`config.mk`:
```
export PLATFORM = sky130hd
export DESIGN_NAME = rhs_root_hub_status
export DESIGN_NICKNAME = d
export VERILOG_FILES = /design/src/hw/rhs_pkg.sv /design/src/hw/rhs_root_hub_status.sv
export SDC_FILE = /design/constraint.sdc
export NUM_CORES = 1
export LEC_CHECK = 0
export ABC_AREA = 1
export BUFFER_PORTS_ARGS = -buffer_cell sky130_fd_sc_hd__buf_4
export CORE_MARGIN = 5
export CORE_UTILIZATION = 42
export DETAILED_ROUTE_END_ITERATION = 10
export PLACE_DENSITY_LB_ADDON = 0.05
export REMOVE_ABC_BUFFERS = 1
export SETUP_SLACK_MARGIN = 0.1
export SLEW_MARGIN = 20
export SYNTH_ARGS = -nofsm -noshare
export SYNTH_HDL_FRONTEND = slang
export SYNTH_SLANG_ARGS = --single-unit
```
`constraint.sdc`:
```
create_clock -name sys_clk -period 1.4 [get_ports sys_clk]
set_input_delay 0.21 -clock sys_clk [delete_from_list [all_inputs] [get_ports sys_clk]]
set_output_delay 0.21 -clock sys_clk [all_outputs]
set_load 0.02 [all_outputs]
```
`src/hw/rhs_pkg.sv`:
```
/*
 * Constants, field layouts and carrier types for the root hub global status block.
 * Assumes a 32-bit classic Wishbone register bus with byte addresses.
 */
package rhs_pkg;
  // The command codes double as byte addresses on the bus.
  localparam logic [7:0] RHS_RD_CODE = 8'h14;
  localparam logic [7:0] RHS_WR_CODE = 8'h94;
  localparam logic [7:0] RHS_CTRL_ADDR = 8'h40;
  localparam logic [7:0] RHS_PWR_ADDR = 8'h44;
  localparam logic [7:0] RHS_IRQ_STAT_ADDR = 8'h48;
  localparam logic [7:0] RHS_IRQ_MASK_ADDR = 8'h4c;
  localparam int RHS_ADR_W = 8;
  localparam int RHS_DAT_W = 32;
  localparam int RHS_SEL_W = 4;

  // Global status register fields.
  localparam int RHS_CLR_WAKE_BIT = 31;
  localparam int RHS_OC_CHANGE_BIT = 17;
  localparam int RHS_SET_PWR_BIT = 16;
  localparam int RHS_WAKE_EN_BIT = 15;
  localparam int RHS_OC_IND_BIT = 1;
  localparam int RHS_CLR_PWR_BIT = 0;

  // Control register fields.
  localparam int RHS_SCHEME_BIT = 0;
  localparam int RHS_PER_PORT_OC_BIT = 1;
  localparam int RHS_MASK_LSB = 16;
  localparam int RHS_MASK_W = 3;

  // Interrupt status and mask fields.
  localparam int RHS_IRQ_OC_BIT = 0;
  localparam int RHS_IRQ_RESUME_BIT = 1;
  localparam int RHS_IRQ_W = 2;

  localparam logic [31:0] RHS_RESET_VAL = 32'h00000000;
  localparam logic [31:0] RHS_UNMAPPED_VAL = 32'h00000000;

  typedef struct packed {
    logic [RHS_MASK_W-1:0] port_power_mask_field;
    logic per_port_oc;
    logic power_switch_scheme;
  } rhs_ctrl_t;

  typedef struct packed {
    logic remote_wake_enable;
    logic overcurrent_change_flag;
    logic overcurrent_indicator;
  } rhs_stat_t;
endpackage : rhs_pkg

```
`src/hw/rhs_root_hub_status.sv`:
```
/*
 * Root hub global status and control register with a classic Wishbone slave,
 * global power commands, remote wake-up enable and global overcurrent reporting.
 * Assumes all inputs are synchronous to sys_clk except overcurrent_in, which is
 * synchronised here, and that per-port power commands arrive as one-cycle pulses.
 */
// Register access over Wishbone is this design's own decision.
// Summary of operation
// Register reads at code 14 hex, accepts writes at code 94 hex.
// Low half holds hub status bits, high half holds change bits.
// Software writes zero into every reserved bit position.
// Writing one to bit 31 clears wake enable; zero does nothing.
// Overcurrent change flag in bit 17 sets when the indicator changes.
// Overcurrent change flag clears only by writing one to it.
// Bits 16 and 0 always read zero.
// Global mode: one to bit 16 powers all ports on.
// Per-port mode: one to bit 16 powers unmasked ports on.
// Global mode: one to bit 0 powers all ports off.
// Per-port mode: one to bit 0 powers unmasked ports off.
// With wake enable, attach change in suspend resumes and raises interrupt.
// Writing one to bit 15 sets wake enable; zero does nothing.
// Global reporting: bit 1 reads one during overcurrent, zero otherwise.
// Per-port overcurrent protection makes bit 1 read zero always.
// Per-port mode: masked ports follow only per-port commands; unmasked follow global ones.
// Implemented bits reset to zero; overcurrent input synchronised first.
`timescale 1ns/100ps
module rhs_root_hub_status
  import rhs_pkg::*;
#(
  parameter int NPORTS = 2
) (
  input wire logic sys_clk,
  input wire logic nrst,
  input wire logic wb_cyc_i,
  input wire logic wb_stb_i,
  input wire logic wb_we_i,
  input wire logic [RHS_ADR_W-1:0] wb_adr_i,
  input wire logic [RHS_SEL_W-1:0] wb_sel_i,
  input wire logic [RHS_DAT_W-1:0] wb_dat_i,
  output logic [RHS_DAT_W-1:0] wb_dat_o,
  output logic wb_ack_o,
  input wire logic overcurrent_in,
  input wire logic bus_suspended,
  input wire logic [NPORTS:1] port_attach_change,
  input wire logic [NPORTS:1] port_power_set,
  input wire logic [NPORTS:1] port_power_clr,
  output logic [NPORTS:1] port_power_on,
  output logic resume_request,
  output logic irq
);

  // Mask position 0 is reserved, so the mask field serves at most two ports.
  if (NPORTS < 1 || NPORTS > RHS_MASK_W - 1) begin : g_bad_nports
    $error("NPORTS must be 1 or 2");
  end

  logic wb_ack_ff;
  logic nxt_wb_ack;
  logic [RHS_DAT_W-1:0] wb_dat_ff;
  logic [RHS_DAT_W-1:0] nxt_wb_dat;

  rhs_ctrl_t ctrl_ff;
  rhs_ctrl_t nxt_ctrl;
  rhs_stat_t stat_ff;
  rhs_stat_t nxt_stat;

  logic oc_meta_ff;
  logic oc_sync_ff;
  logic [NPORTS:1] pwr_ff;
  logic [NPORTS:1] nxt_pwr;
  logic resume_ff;
  logic nxt_resume;

  logic [RHS_IRQ_W-1:0] irq_stat_ff;
  logic [RHS_IRQ_W-1:0] nxt_irq_stat;
  logic [RHS_IRQ_W-1:0] irq_mask_ff;
  logic [RHS_IRQ_W-1:0] nxt_irq_mask;
  logic irq_ff;
  logic nxt_irq;

  logic req;
  logic wr;
  logic rd;
  logic [RHS_DAT_W-1:0] bmask;
  logic [RHS_DAT_W-1:0] wdat;
  logic wr_stat;
  logic oc_now;
  logic oc_evt;
  logic resume_evt;
  logic [NPORTS:1] unmasked;

  // A request is taken at the first edge that sees it and answered one cycle later.
  // Masking with the registered ack keeps a held strobe from being taken twice,
  // so every write lands once, at the edge that raises ack.
  assign req = wb_cyc_i & wb_stb_i & ~wb_ack_ff;
  assign wr = req & wb_we_i;
  assign rd = req & ~wb_we_i;

  // Byte enables gate the write data, so a command bit in a disabled lane has no effect.
  always_comb begin
    for (int i = 0; i < RHS_SEL_W; i++) begin
      bmask[i*8 +: 8] = {8{wb_sel_i[i]}};
    end
  end

  assign wdat = wb_dat_i & bmask;
  assign wr_stat = wr && (wb_adr_i == RHS_WR_CODE);
  // This holds the mask bits: in the per-port scheme a set bit hands the port to per-port commands,
  // a clear bit leaves it under the global set and clear commands.
  assign unmasked = ctrl_ff.port_power_mask_field[NPORTS:1];

  // Per-port reporting forces the global indicator to zero.
  assign oc_now = oc_sync_ff & ~ctrl_ff.per_port_oc;
  assign oc_evt = oc_now != stat_ff.overcurrent_indicator;
  assign resume_evt = stat_ff.remote_wake_enable & bus_suspended
                      & (|port_attach_change);

  // Bus answer and read data.
  // Unmapped addresses are acknowledged and read as zero.
  always_comb begin
    nxt_wb_ack = req;
    nxt_wb_dat = RHS_UNMAPPED_VAL;
    if (rd) begin
      case (wb_adr_i)
        RHS_RD_CODE: begin
          // Bits 31, 16 and 0 are command bits and read back as zero.
          nxt_wb_dat = RHS_RESET_VAL;
          nxt_wb_dat[RHS_OC_CHANGE_BIT] = stat_ff.overcurrent_change_flag;
          nxt_wb_dat[RHS_WAKE_EN_BIT] = stat_ff.remote_wake_enable;
          nxt_wb_dat[RHS_OC_IND_BIT] = stat_ff.overcurrent_indicator;
        end
        RHS_CTRL_ADDR: begin
          nxt_wb_dat[RHS_SCHEME_BIT] = ctrl_ff.power_switch_scheme;
          nxt_wb_dat[RHS_PER_PORT_OC_BIT] = ctrl_ff.per_port_oc;
          nxt_wb_dat[RHS_MASK_LSB +: RHS_MASK_W] = ctrl_ff.port_power_mask_field;
        end
        RHS_PWR_ADDR: begin
          nxt_wb_dat[NPORTS:1] = pwr_ff;
        end
        RHS_IRQ_STAT_ADDR: begin
          nxt_wb_dat[RHS_IRQ_W-1:0] = irq_stat_ff;
        end
        RHS_IRQ_MASK_ADDR: begin
          nxt_wb_dat[RHS_IRQ_W-1:0] = irq_mask_ff;
        end
        default: begin
          nxt_wb_dat = RHS_UNMAPPED_VAL;
        end
      endcase
    end
  end

  always_ff @(posedge sys_clk or negedge nrst) begin
    if (!nrst) begin
      wb_ack_ff <= 1'b0;
      wb_dat_ff <= RHS_RESET_VAL;
    end else begin
      wb_ack_ff <= nxt_wb_ack;
      wb_dat_ff <= nxt_wb_dat;
    end
  end

  // Control register: switching scheme, overcurrent reporting, power mask.
  always_comb begin
    nxt_ctrl = ctrl_ff;
    if (wr && (wb_adr_i == RHS_CTRL_ADDR)) begin
      if (wb_sel_i[0]) begin
        nxt_ctrl.power_switch_scheme = wdat[RHS_SCHEME_BIT];
        // Changing the reporting mode moves the indicator and can raise a change event.
        nxt_ctrl.per_port_oc = wdat[RHS_PER_PORT_OC_BIT];
      end
      if (wb_sel_i[2]) begin
        nxt_ctrl.port_power_mask_field = wdat[RHS_MASK_LSB +: RHS_MASK_W];
        // Position 0 of the mask has no port behind it.
        nxt_ctrl.port_power_mask_field[0] = 1'b0;
      end
    end
  end

  always_ff @(posedge sys_clk or negedge nrst) begin
    if (!nrst) begin
      ctrl_ff <= '0;
    end else begin
      ctrl_ff <= nxt_ctrl;
    end
  end

  // Overcurrent synchroniser; only the second stage feeds the logic.
  // The indicator therefore lags the pin by three edges.
  always_ff @(posedge sys_clk or negedge nrst) begin
    if (!nrst) begin
      oc_meta_ff <= 1'b0;
      oc_sync_ff <= 1'b0;
    end else begin
      oc_meta_ff <= overcurrent_in;
      oc_sync_ff <= oc_meta_ff;
    end
  end

  // Global status bits; a hardware set wins over a software clear.
  always_comb begin
    nxt_stat = stat_ff;
    nxt_stat.overcurrent_indicator = oc_now;
    if (wr_stat && wdat[RHS_OC_CHANGE_BIT]) begin
      nxt_stat.overcurrent_change_flag = 1'b0;
    end
    if (oc_evt) begin
      nxt_stat.overcurrent_change_flag = 1'b1;
    end
    if (wr_stat && wdat[RHS_WAKE_EN_BIT]) begin
      nxt_stat.remote_wake_enable = 1'b1;
    end
    // The clear comes last, so it wins when bits 31 and 15 are written together.
    if (wr_stat && wdat[RHS_CLR_WAKE_BIT]) begin
      nxt_stat.remote_wake_enable = 1'b0;
    end
  end

  always_ff @(posedge sys_clk or negedge nrst) begin
    if (!nrst) begin
      stat_ff <= '0;
    end else begin
      stat_ff <= nxt_stat;
    end
  end

  // Port power: global commands first, then per-port commands of masked ports.
  always_comb begin
    nxt_pwr = pwr_ff;
    if (wr_stat && wdat[RHS_SET_PWR_BIT]) begin
      if (!ctrl_ff.power_switch_scheme) begin
        nxt_pwr = '1;
      end else begin
        nxt_pwr = pwr_ff | ~unmasked;
      end
    end
    // The clear follows the set, so a write of both leaves the affected ports off.
    if (wr_stat && wdat[RHS_CLR_PWR_BIT]) begin
      if (!ctrl_ff.power_switch_scheme) begin
        nxt_pwr = '0;
      end else begin
        nxt_pwr = nxt_pwr & unmasked;
      end
    end
    // Per-port pulses reach only masked ports and only in the per-port scheme;
    // a clear pulse beats a set pulse on the same port.
    if (ctrl_ff.power_switch_scheme) begin
      nxt_pwr = (nxt_pwr | (port_power_set & unmasked))
                & ~(port_power_clr & unmasked);
    end
  end

  always_ff @(posedge sys_clk or negedge nrst) begin
    if (!nrst) begin
      pwr_ff <= '0;
    end else begin
      pwr_ff <= nxt_pwr;
    end
  end

  // Interrupt status, mask and output.
  always_comb begin
    // The resume request is a one-cycle pulse for each qualifying attach change.
    nxt_resume = resume_evt;
    nxt_irq_mask = irq_mask_ff;
    if (wr && (wb_adr_i == RHS_IRQ_MASK_ADDR) && wb_sel_i[0]) begin
      nxt_irq_mask = wdat[RHS_IRQ_W-1:0];
    end
    nxt_irq_stat = irq_stat_ff;
    // A read clears the status, but an event in the same cycle still sets its bit.
    if (rd && (wb_adr_i == RHS_IRQ_STAT_ADDR)) begin
      nxt_irq_stat = '0;
    end
    if (oc_evt) begin
      nxt_irq_stat[RHS_IRQ_OC_BIT] = 1'b1;
    end
    if (resume_evt) begin
      nxt_irq_stat[RHS_IRQ_RESUME_BIT] = 1'b1;
    end
    // Built from the next values, the output moves at the same edge as the status.
    nxt_irq = |(nxt_irq_stat & nxt_irq_mask);
  end

  always_ff @(posedge sys_clk or negedge nrst) begin
    if (!nrst) begin
      resume_ff <= 1'b0;
      irq_stat_ff <= '0;
      irq_mask_ff <= '0;
      irq_ff <= 1'b0;
    end else begin
      resume_ff <= nxt_resume;
      irq_stat_ff <= nxt_irq_stat;
      irq_mask_ff <= nxt_irq_mask;
      irq_ff <= nxt_irq;
    end
  end

  // Every output is taken straight from a flip-flop.
  assign wb_ack_o = wb_ack_ff;
  assign wb_dat_o = wb_dat_ff;
  assign port_power_on = pwr_ff;
  assign resume_request = resume_ff;
  assign irq = irq_ff;

endmodule : rhs_root_hub_status

```
==> summary.txt, run 1 <==
Final worst hold slack: 0.118 ns
Worst min-delay path startpoint: port_power_set[1]
DRC errors left: 0
Mean instance size in the synthesized netlist: 7.45 um^2
Startpoint type of the worst setup path: flip-flop
Clock transition at the registers of the reported paths: 0.13 ns
Most heavily used metal layer in global routing: met2
Ratio of final minimum period to clock period: 0.907
Global-route met3 utilization: 0.0259
Most repeated cell in the gate-level netlist after synthesis: sky130_fd_sc_hd__nand2_1
Internal cell power: 1.09 mW
RR Startpoint: wb_ack_o$_DFF_PN0_
Sort of element at the end of the critical path: flip-flop
Share of total power in sequential cells: 0.480
Floorplan die width: 68.5 um
Floorplan die area: 4690 um^2
H-Tree Depth: 1
F_max: 0.787 GHz
DRT iter0 DRCs: 31
Pleak: 1.03 nW
Switching share of power: 0.265
Fraction of met1 tracks used by global routing: 0.181
Post-detailed-routing wire length: 3.24 mm
Share of Yosys cell area claimed by the top area cell type: 0.418
Result of the run: finished, final reports clean
Top cell by count, worst path: sky130_fd_sc_hd__nand2_1
Ys async rst share: 1.00
Required time of the critical path: 1.62 ns
Maximum number of pins on one net before global-route repair: 25
Count of inserted antenna diode cells: 0
Clock latency at the later pin of the worst-skew pair: 0.32 ns
Master cell of the clock root buffer: sky130_fd_sc_hd__clkbuf_4
Slowest stage cell, crit path: sky130_fd_sc_hd__dfrtp_1
Num CTS Buffers: 3
Number of cell rows: 21
Combinational power share: 0.178
Area grow syn2layout: 27.9%
Antenna-violating nets left: 0
Critical path type: reg -> reg
CP startpoint: wb_ack_o$_DFF_PN0_
Prevailing post-synth register cell: sky130_fd_sc_hd__dfrtp_1
Core Area: 3340 um^2
Areal power density over the cells: 809 nW/um^2
Fraction of layout cells with a size suffix above 1: 0.287
Vias in the first global route: 1155
Boundary pin count: 94
Cells along the critical path: inv_2 -> nand4_1 -> inv_2 -> nand3_2 -> nand2_1 -> inv_1 -> nand2_1 -> nand2_1
Post-synthesis sequential area ratio: 0.418
Number of warnings reported in the yosys synthesis log: 0
Most area-consuming cells after synthesis: sky130_fd_sc_hd__dfrtp_1, sky130_fd_sc_hd__nand2_1, sky130_fd_sc_hd__buf_4
#FFs+latches synth: 24
Final design area excluding fillers: 1840 um^2
Filler-free cell count of the finished design: 290
Crit-path max cell delay: 0.41 ns
Worst clock skew: 0.0126 ns
Switching power: 0.395 mW
Clock Power Share: 0.342
Final count of negative-setup-slack endpoints: 0
Number of search-and-repair iterations in the first detailed-routing pass: 4
Sum of overflow across all layers after global routing: 0
Count of final hold-check violations: 0
Initial Utilization: 0.431
Setup_tns: 0 ns
Cell count after synthesis: 193
Max-cap violation count: 0
Register cell area after layout: 601 um^2
Maximum resistive drop on vdd: 0.000502 V
Average routed wire per standard cell: 11.2 um
Slew Limit Fails: 0
Post-synth EDFFs: 0
Bufs on Longest Clock Path: 2
GRT Resource Usage Total: 0.141
Final period demand of the worst path: 1.27 ns
Multi-input logic area: 662 um^2
RSZ-0062 raised after global routing: yes
Post-synthesis cell area: 1440 um^2
Placed cell count: 282
Data arrival, critical path: 1.49 ns
Vertical die dimension: 68.5 um
Vias per cell: 4.27
CTS tree: yes
Net count reported at finish: 302
Total placed instance area: 1720 um^2
GR met2 Demand/Resource: 0.242
Largest area contributor in the netlist: sky130_fd_sc_hd__dfrtp_1
Sinks on Clock Net: 24
CP Max Fanout: 8
Count of distinct cell types in the synthesized netlist: 21
Final HPWL DP: 2.65 mm
Total Power Consumption: 1.49 mW
Global-route wire length before repair: 4.93 mm
Number of vias after detailed routing: 1239
Count of port buffers added during placement: 42
Routability congestion estimate: 0.741
Number of antenna violations at the first check in global routing: 0
Most numerous cell types in the synthesized netlist: sky130_fd_sc_hd__nand2_1, sky130_fd_sc_hd__buf_4, sky130_fd_sc_hd__dfrtp_1, sky130_fd_sc_hd__inv_1
Worst hold-check path type: in -> reg
Count of fill cells added during filler insertion: 344
[registers in the layout, summed over array words and instances (netlist names)]
name            cells
irq_mask_ff         2
stat_ff             3
wb_ack_o            1
oc_sync_ff          1
resume_request      1
ctrl_ff             4
irq                 1
wb_dat_o            6
irq_stat_ff         2
port_power_on       2
oc_meta_ff          1
[power groups by stage]
stage | clock, mW | combinational, mW | sequential, mW
2_1_floorplan | 0 | 0.121 | 0.734
3_3_place_gp | 0 | 0.246 | 0.726
3_5_place_dp | 0 | 0.250 | 0.727
4_1_cts | 0.521 | 0.255 | 0.714
5_1_grt | 0.545 | 0.292 | 0.716
6_report | 0.508 | 0.265 | 0.714
[kinds of logic (layout without fill, tap and decap cells)]
group / count (synthesis) / after routing / share of synthesized area
compound gates: 6 / 6 / 0.0209
flops: 24 / 24 / 0.418
simple gates: 108 / 108 / 0.346
xor+xnor: 1 / 1 / 0.00609
buf+inv: 53 / 79 / 0.206
other cells: 1 / 26 / 0.00261
[final timing paths]
check,to,slack [ns],depth (start not counted)
worst max register to register,port_power_on[1]$_DFF_PN0_,0.13,8
worst min register to register,oc_sync_ff$_DFF_PN0_,0.37,0
worst max-delay path,port_power_on[1]$_DFF_PN0_,0.13,8
max in group asynchronous,ctrl_ff[3]$_DFFE_PN0P_,0.85,2
min in group asynchronous,wb_dat_o[1]$_DFF_PN0_,0.30,2
worst min-delay path,port_power_on[1]$_DFF_PN0_,0.12,3
[worst max-delay path, delay by kind of cell (launching register included)]
kind	cells	cell delay [ns]
simple gates	5	0.47
buf+inv	3	0.31
flops	1	0.41
[stage by stage]
step / util / worst slack (ns)
floorplan: - / 0.178
global placement: 0.517 / 0.129
detailed placement: 0.517 / 0.0892
CTS: 0.538 / 0.138
global route: 0.551 / 0.0221
finish: 0.551 / 0.130
[cells in the final DEF, fill, tap and decap left out, types with 3 or more instances in the layout]
| cell | count |
|---|---|
| sky130_fd_sc_hd__nand3_1 | 13 |
| sky130_fd_sc_hd__inv_1 | 21 |
| sky130_fd_sc_hd__conb_1 | 26 |
| sky130_fd_sc_hd__buf_4 | 46 |
| sky130_fd_sc_hd__nand2_1 | 56 |
| sky130_fd_sc_hd__nor2_1 | 15 |
| sky130_fd_sc_hd__inv_2 | 6 |
| sky130_fd_sc_hd__clkbuf_4 | 3 |
| sky130_fd_sc_hd__nor2_4 | 4 |
| sky130_fd_sc_hd__nor2_2 | 4 |
| sky130_fd_sc_hd__dfrtp_1 | 24 |
| sky130_fd_sc_hd__nand4_1 | 6 |
[final cells by class]
cell class                      count  share of cell area
Clock buffer                        3              0.0122
Clock inverter                      1              0.0163
Inverter                           27              0.0551
Multi-Input combinational cell    141               0.360
Sequential cell                    24               0.327
Tap cell                           46              0.0313
Timing Repair Buffer               48               0.199
[per-layer routing]
metal  share of wire  up-vias
li1                -      641
met4          0.0043        0
met5               0        -
met3           0.096        2
met1            0.44      542
met2            0.46       54
[repair_timing]
action | in CTS | in global routing
endpoints found under the hold margin | 25 | 0
gates resized for setup | 0 | 6
endpoints found under the setup margin | 0 | 5
setup buffers | 0 | 2
hold buffers | 2 | 0
(Power assumes the default switching activity.)
==> run 2, diff against run 1 <==
--- a/config.mk
+++ b/config.mk
@@ -8,9 +8,9 @@
 export ABC_AREA = 1
 export BUFFER_PORTS_ARGS = -buffer_cell sky130_fd_sc_hd__buf_4
 export CORE_MARGIN = 5
-export CORE_UTILIZATION = 42
+export CORE_UTILIZATION = 40
 export DETAILED_ROUTE_END_ITERATION = 10
-export PLACE_DENSITY_LB_ADDON = 0.05
+export PLACE_DENSITY = 0.77
 export REMOVE_ABC_BUFFERS = 1
 export SETUP_SLACK_MARGIN = 0.1
 export SLEW_MARGIN = 20
==> summary.txt, run 2 (synthesis gave the netlist of run 1 again) <==
DRT iter0 DRCs: 28 (-9.7%)
RSZ-0062 raised after global routing: yes
Worst hold-check path type: in -> reg
Post-detailed-routing wire length: 3.05 mm (-6.0%)
DRC errors left: 0 (unchanged)
Multi-input logic area: 653 um^2 (-1.3%)
Clock latency at the later pin of the worst-skew pair: 0.30 ns (-0.02 ns)
Global-route wire length before repair: 5.08 mm (+2.9%)
Final count of negative-setup-slack endpoints: 0 (unchanged)
GRT Resource Usage Total: 0.122 (-0.0187)
H-Tree Depth: 1 (unchanged)
Clock Power Share: 0.268 (-0.074)
Sort of element at the end of the critical path: flip-flop
Setup_tns: 0 ns (unchanged)
Final period demand of the worst path: 1.24 ns (-0.0340 ns)
Critical path type: reg -> reg
Top cell by count, worst path: sky130_fd_sc_hd__nand2_1
Average routed wire per standard cell: 10.5 um (-6.0%)
Data arrival, critical path: 1.45 ns (-0.04 ns)
Maximum resistive drop on vdd: 0.000476 V (-5.2%)
Crit-path max cell delay: 0.41 ns (about the same)
Slew Limit Fails: 0 (unchanged)
Most common cell after layout, fill and taps aside: sky130_fd_sc_hd__nand2_1
Final HPWL DP: 2.51 mm (-5.3%)
CP Max Fanout: 5 (-3)
Share of total power in sequential cells: 0.537 (+0.057)
Sinks on Clock Net: 24 (unchanged)
Number of cell rows: 21 (unchanged)
Routability congestion estimate: 0.790 (+6.7%)
Maximum number of pins on one net before global-route repair: 25 (unchanged)
Cells along the critical path: inv_2 -> nand4_1 -> nor2_4 -> nand2_2 -> nand2_1 -> nand2_1 -> nand2_1 -> nand2_1
Vias in the first global route: 1184 (+2.5%)
Ratio of final minimum period to clock period: 0.883 (-0.0243)
Switching power: 0.368 mW (-6.8%)
Bufs on Longest Clock Path: 2 (unchanged)
Fraction of layout cells with a size suffix above 1: 0.287 (unchanged)
Number of flip-flops under the largest register name: 6 (unchanged)
Number of search-and-repair iterations in the first detailed-routing pass: 4 (unchanged)
Count of final hold-check violations: 0 (unchanged)
Core Area: 3420 um^2 (+2.4%)
Floorplan die area: 4890 um^2 (+4.3%)
Filler-free cell count of the finished design: 290 (unchanged)
Startpoint type of the worst setup path: flip-flop
Num CTS Buffers: 3 (unchanged)
Antenna-violating nets left: 0 (unchanged)
Number of vias after detailed routing: 1273 (+2.7%)
Count of fill cells added during filler insertion: 335 (-2.6%)
Clock transition at the registers of the reported paths: 0.13 ns (about the same)
Count of port buffers added during placement: 42 (unchanged)
Max-cap violation count: 0 (unchanged)
Result of the run: finished, final reports clean
Register cell area after layout: 601 um^2 (unchanged)
Net count reported at finish: 302 (unchanged)
Combinational power share: 0.195 (+0.017)
CTS tree: yes
Bufs and invs on worst path: 1 (-2)
Boundary pin count: 94 (unchanged)
Count of inserted antenna diode cells: 0 (unchanged)
F_max: 0.809 GHz (+2.8%)
Switching share of power: 0.277 (+0.0116)
Internal cell power: 0.960 mW (-12%)
Vertical die dimension: 70.0 um (+2.1%)
Worst clock skew: 0.00209 ns (-0.0105 ns)
Initial Utilization: 0.421 (-0.00994)
Pleak: 1.03 nW (-0.90%)
Area grow syn2layout: 26.2%
Number of antenna violations at the first check in global routing: 0 (unchanged)
Floorplan die width: 70.0 um (+2.1%)
Required time of the critical path: 1.61 ns (about the same)
Most frequent cells in the layout: sky130_fd_sc_hd__nand2_1, sky130_fd_sc_hd__buf_4, sky130_fd_sc_hd__conb_1
Vias per cell: 4.39 (+2.7%)
Slowest stage cell, crit path: sky130_fd_sc_hd__dfrtp_1
Sum of overflow across all layers after global routing: 0 (unchanged)
Master cell of the clock root buffer: sky130_fd_sc_hd__clkbuf_4
Areal power density over the cells: 732 nW/um^2 (-9.5%)
Placed cell count: 282 (unchanged)
Cell family with the largest share of critical-path delay: simple AND/OR/NAND/NOR gates
[run 2: cell types whose count changed in the layout (fill, tap and decap cells not counted)]
cell,change
sky130_fd_sc_hd__nor4_1,-1
sky130_fd_sc_hd__nor4_2,+1
sky130_fd_sc_hd__nand3_1,+1
sky130_fd_sc_hd__nor2_2,+1
sky130_fd_sc_hd__nor2_4,-1
sky130_fd_sc_hd__nand2_1,-1
sky130_fd_sc_hd__nand3_2,-1
sky130_fd_sc_hd__xor2_2,-1
sky130_fd_sc_hd__bufinv_16,-1
sky130_fd_sc_hd__nand2_2,+1
sky130_fd_sc_hd__xor2_1,+1
sky130_fd_sc_hd__clkbuf_8,+1
[run 2: cell type report]
class | instances | share of cell area
Multi-Input combinational cell | 141 | 0.360
Sequential cell | 24 | 0.331
Timing Repair Buffer | 48 | 0.201
Inverter | 27 | 0.0559
Tap cell | 46 | 0.0317
Clock buffer | 4 | 0.0200
[run 2: power groups by stage]
stage	logic, mW	clock network, mW	registers, mW
after floorplan	0.121	0	0.734
after global placement	0.245	0	0.726
after detailed placement	0.248	0	0.727
after CTS	0.253	0.369	0.713
after global routing	0.286	0.394	0.715
final	0.259	0.355	0.713
[run 2: timing repair]
| action | CTS | global route |
|---|---|---|
| buffers inserted | 0 | 2 |
| gates resized for setup | 0 | 5 |
| setup endpoints to repair | 0 | 3 |
| hold buffers | 2 | 0 |
| endpoints found under the hold margin | 25 | 0 |
[run 2: per-stage QoR]
stage	setup slack (ns)	total power, mW	area (um^2)	hold slack (ns)	util
floorplan	0.178	0.855	1340	-0.0856	-
global placement	0.135	0.971	1720	0.127	0.505
detailed placement	0.114	0.974	1720	0.127	0.505
CTS	0.169	1.34	1780	0.120	0.521
global route	0.00680	1.39	1810	0.108	0.531
finish	0.164	1.33	1810	0.126	0.531
[run 2: metal layers]
metal	global-route usage	vias up	part of all wire	wire, um
li1	-	647	-	-
met1	0.152	568	0.41	1250
met2	0.213	54	0.48	1470
met3	0.0344	4	0.099	302
met4	0.0213	0	0.0075	23
met5	0	-	0	0
[run 2: path summary, 6_finish.rpt]
kind	start	to	slack [ns]	cells past startpoint
worst max-delay path	wb_ack_o$_DFF_PN0_	irq$_DFF_PN0_	0.16	8
worst min-delay path	port_power_set[2]	port_power_on[2]$_DFF_PN0_	0.13	3
worst max register to register	wb_ack_o$_DFF_PN0_	irq$_DFF_PN0_	0.16	8
worst min register to register	oc_meta_ff$_DFF_PN0_	oc_sync_ff$_DFF_PN0_	0.36	0
max in group asynchronous	nrst	resume_request$_DFF_PN0_	0.85	2
min in group asynchronous	nrst	oc_meta_ff$_DFF_PN0_	0.32	2
[run 2: worst min-delay path, cell delays in order]
cell,delay (ns)
sky130_fd_sc_hd__buf_4,0.07
sky130_fd_sc_hd__o21ai_0,0.06
sky130_fd_sc_hd__nand2_1,0.06
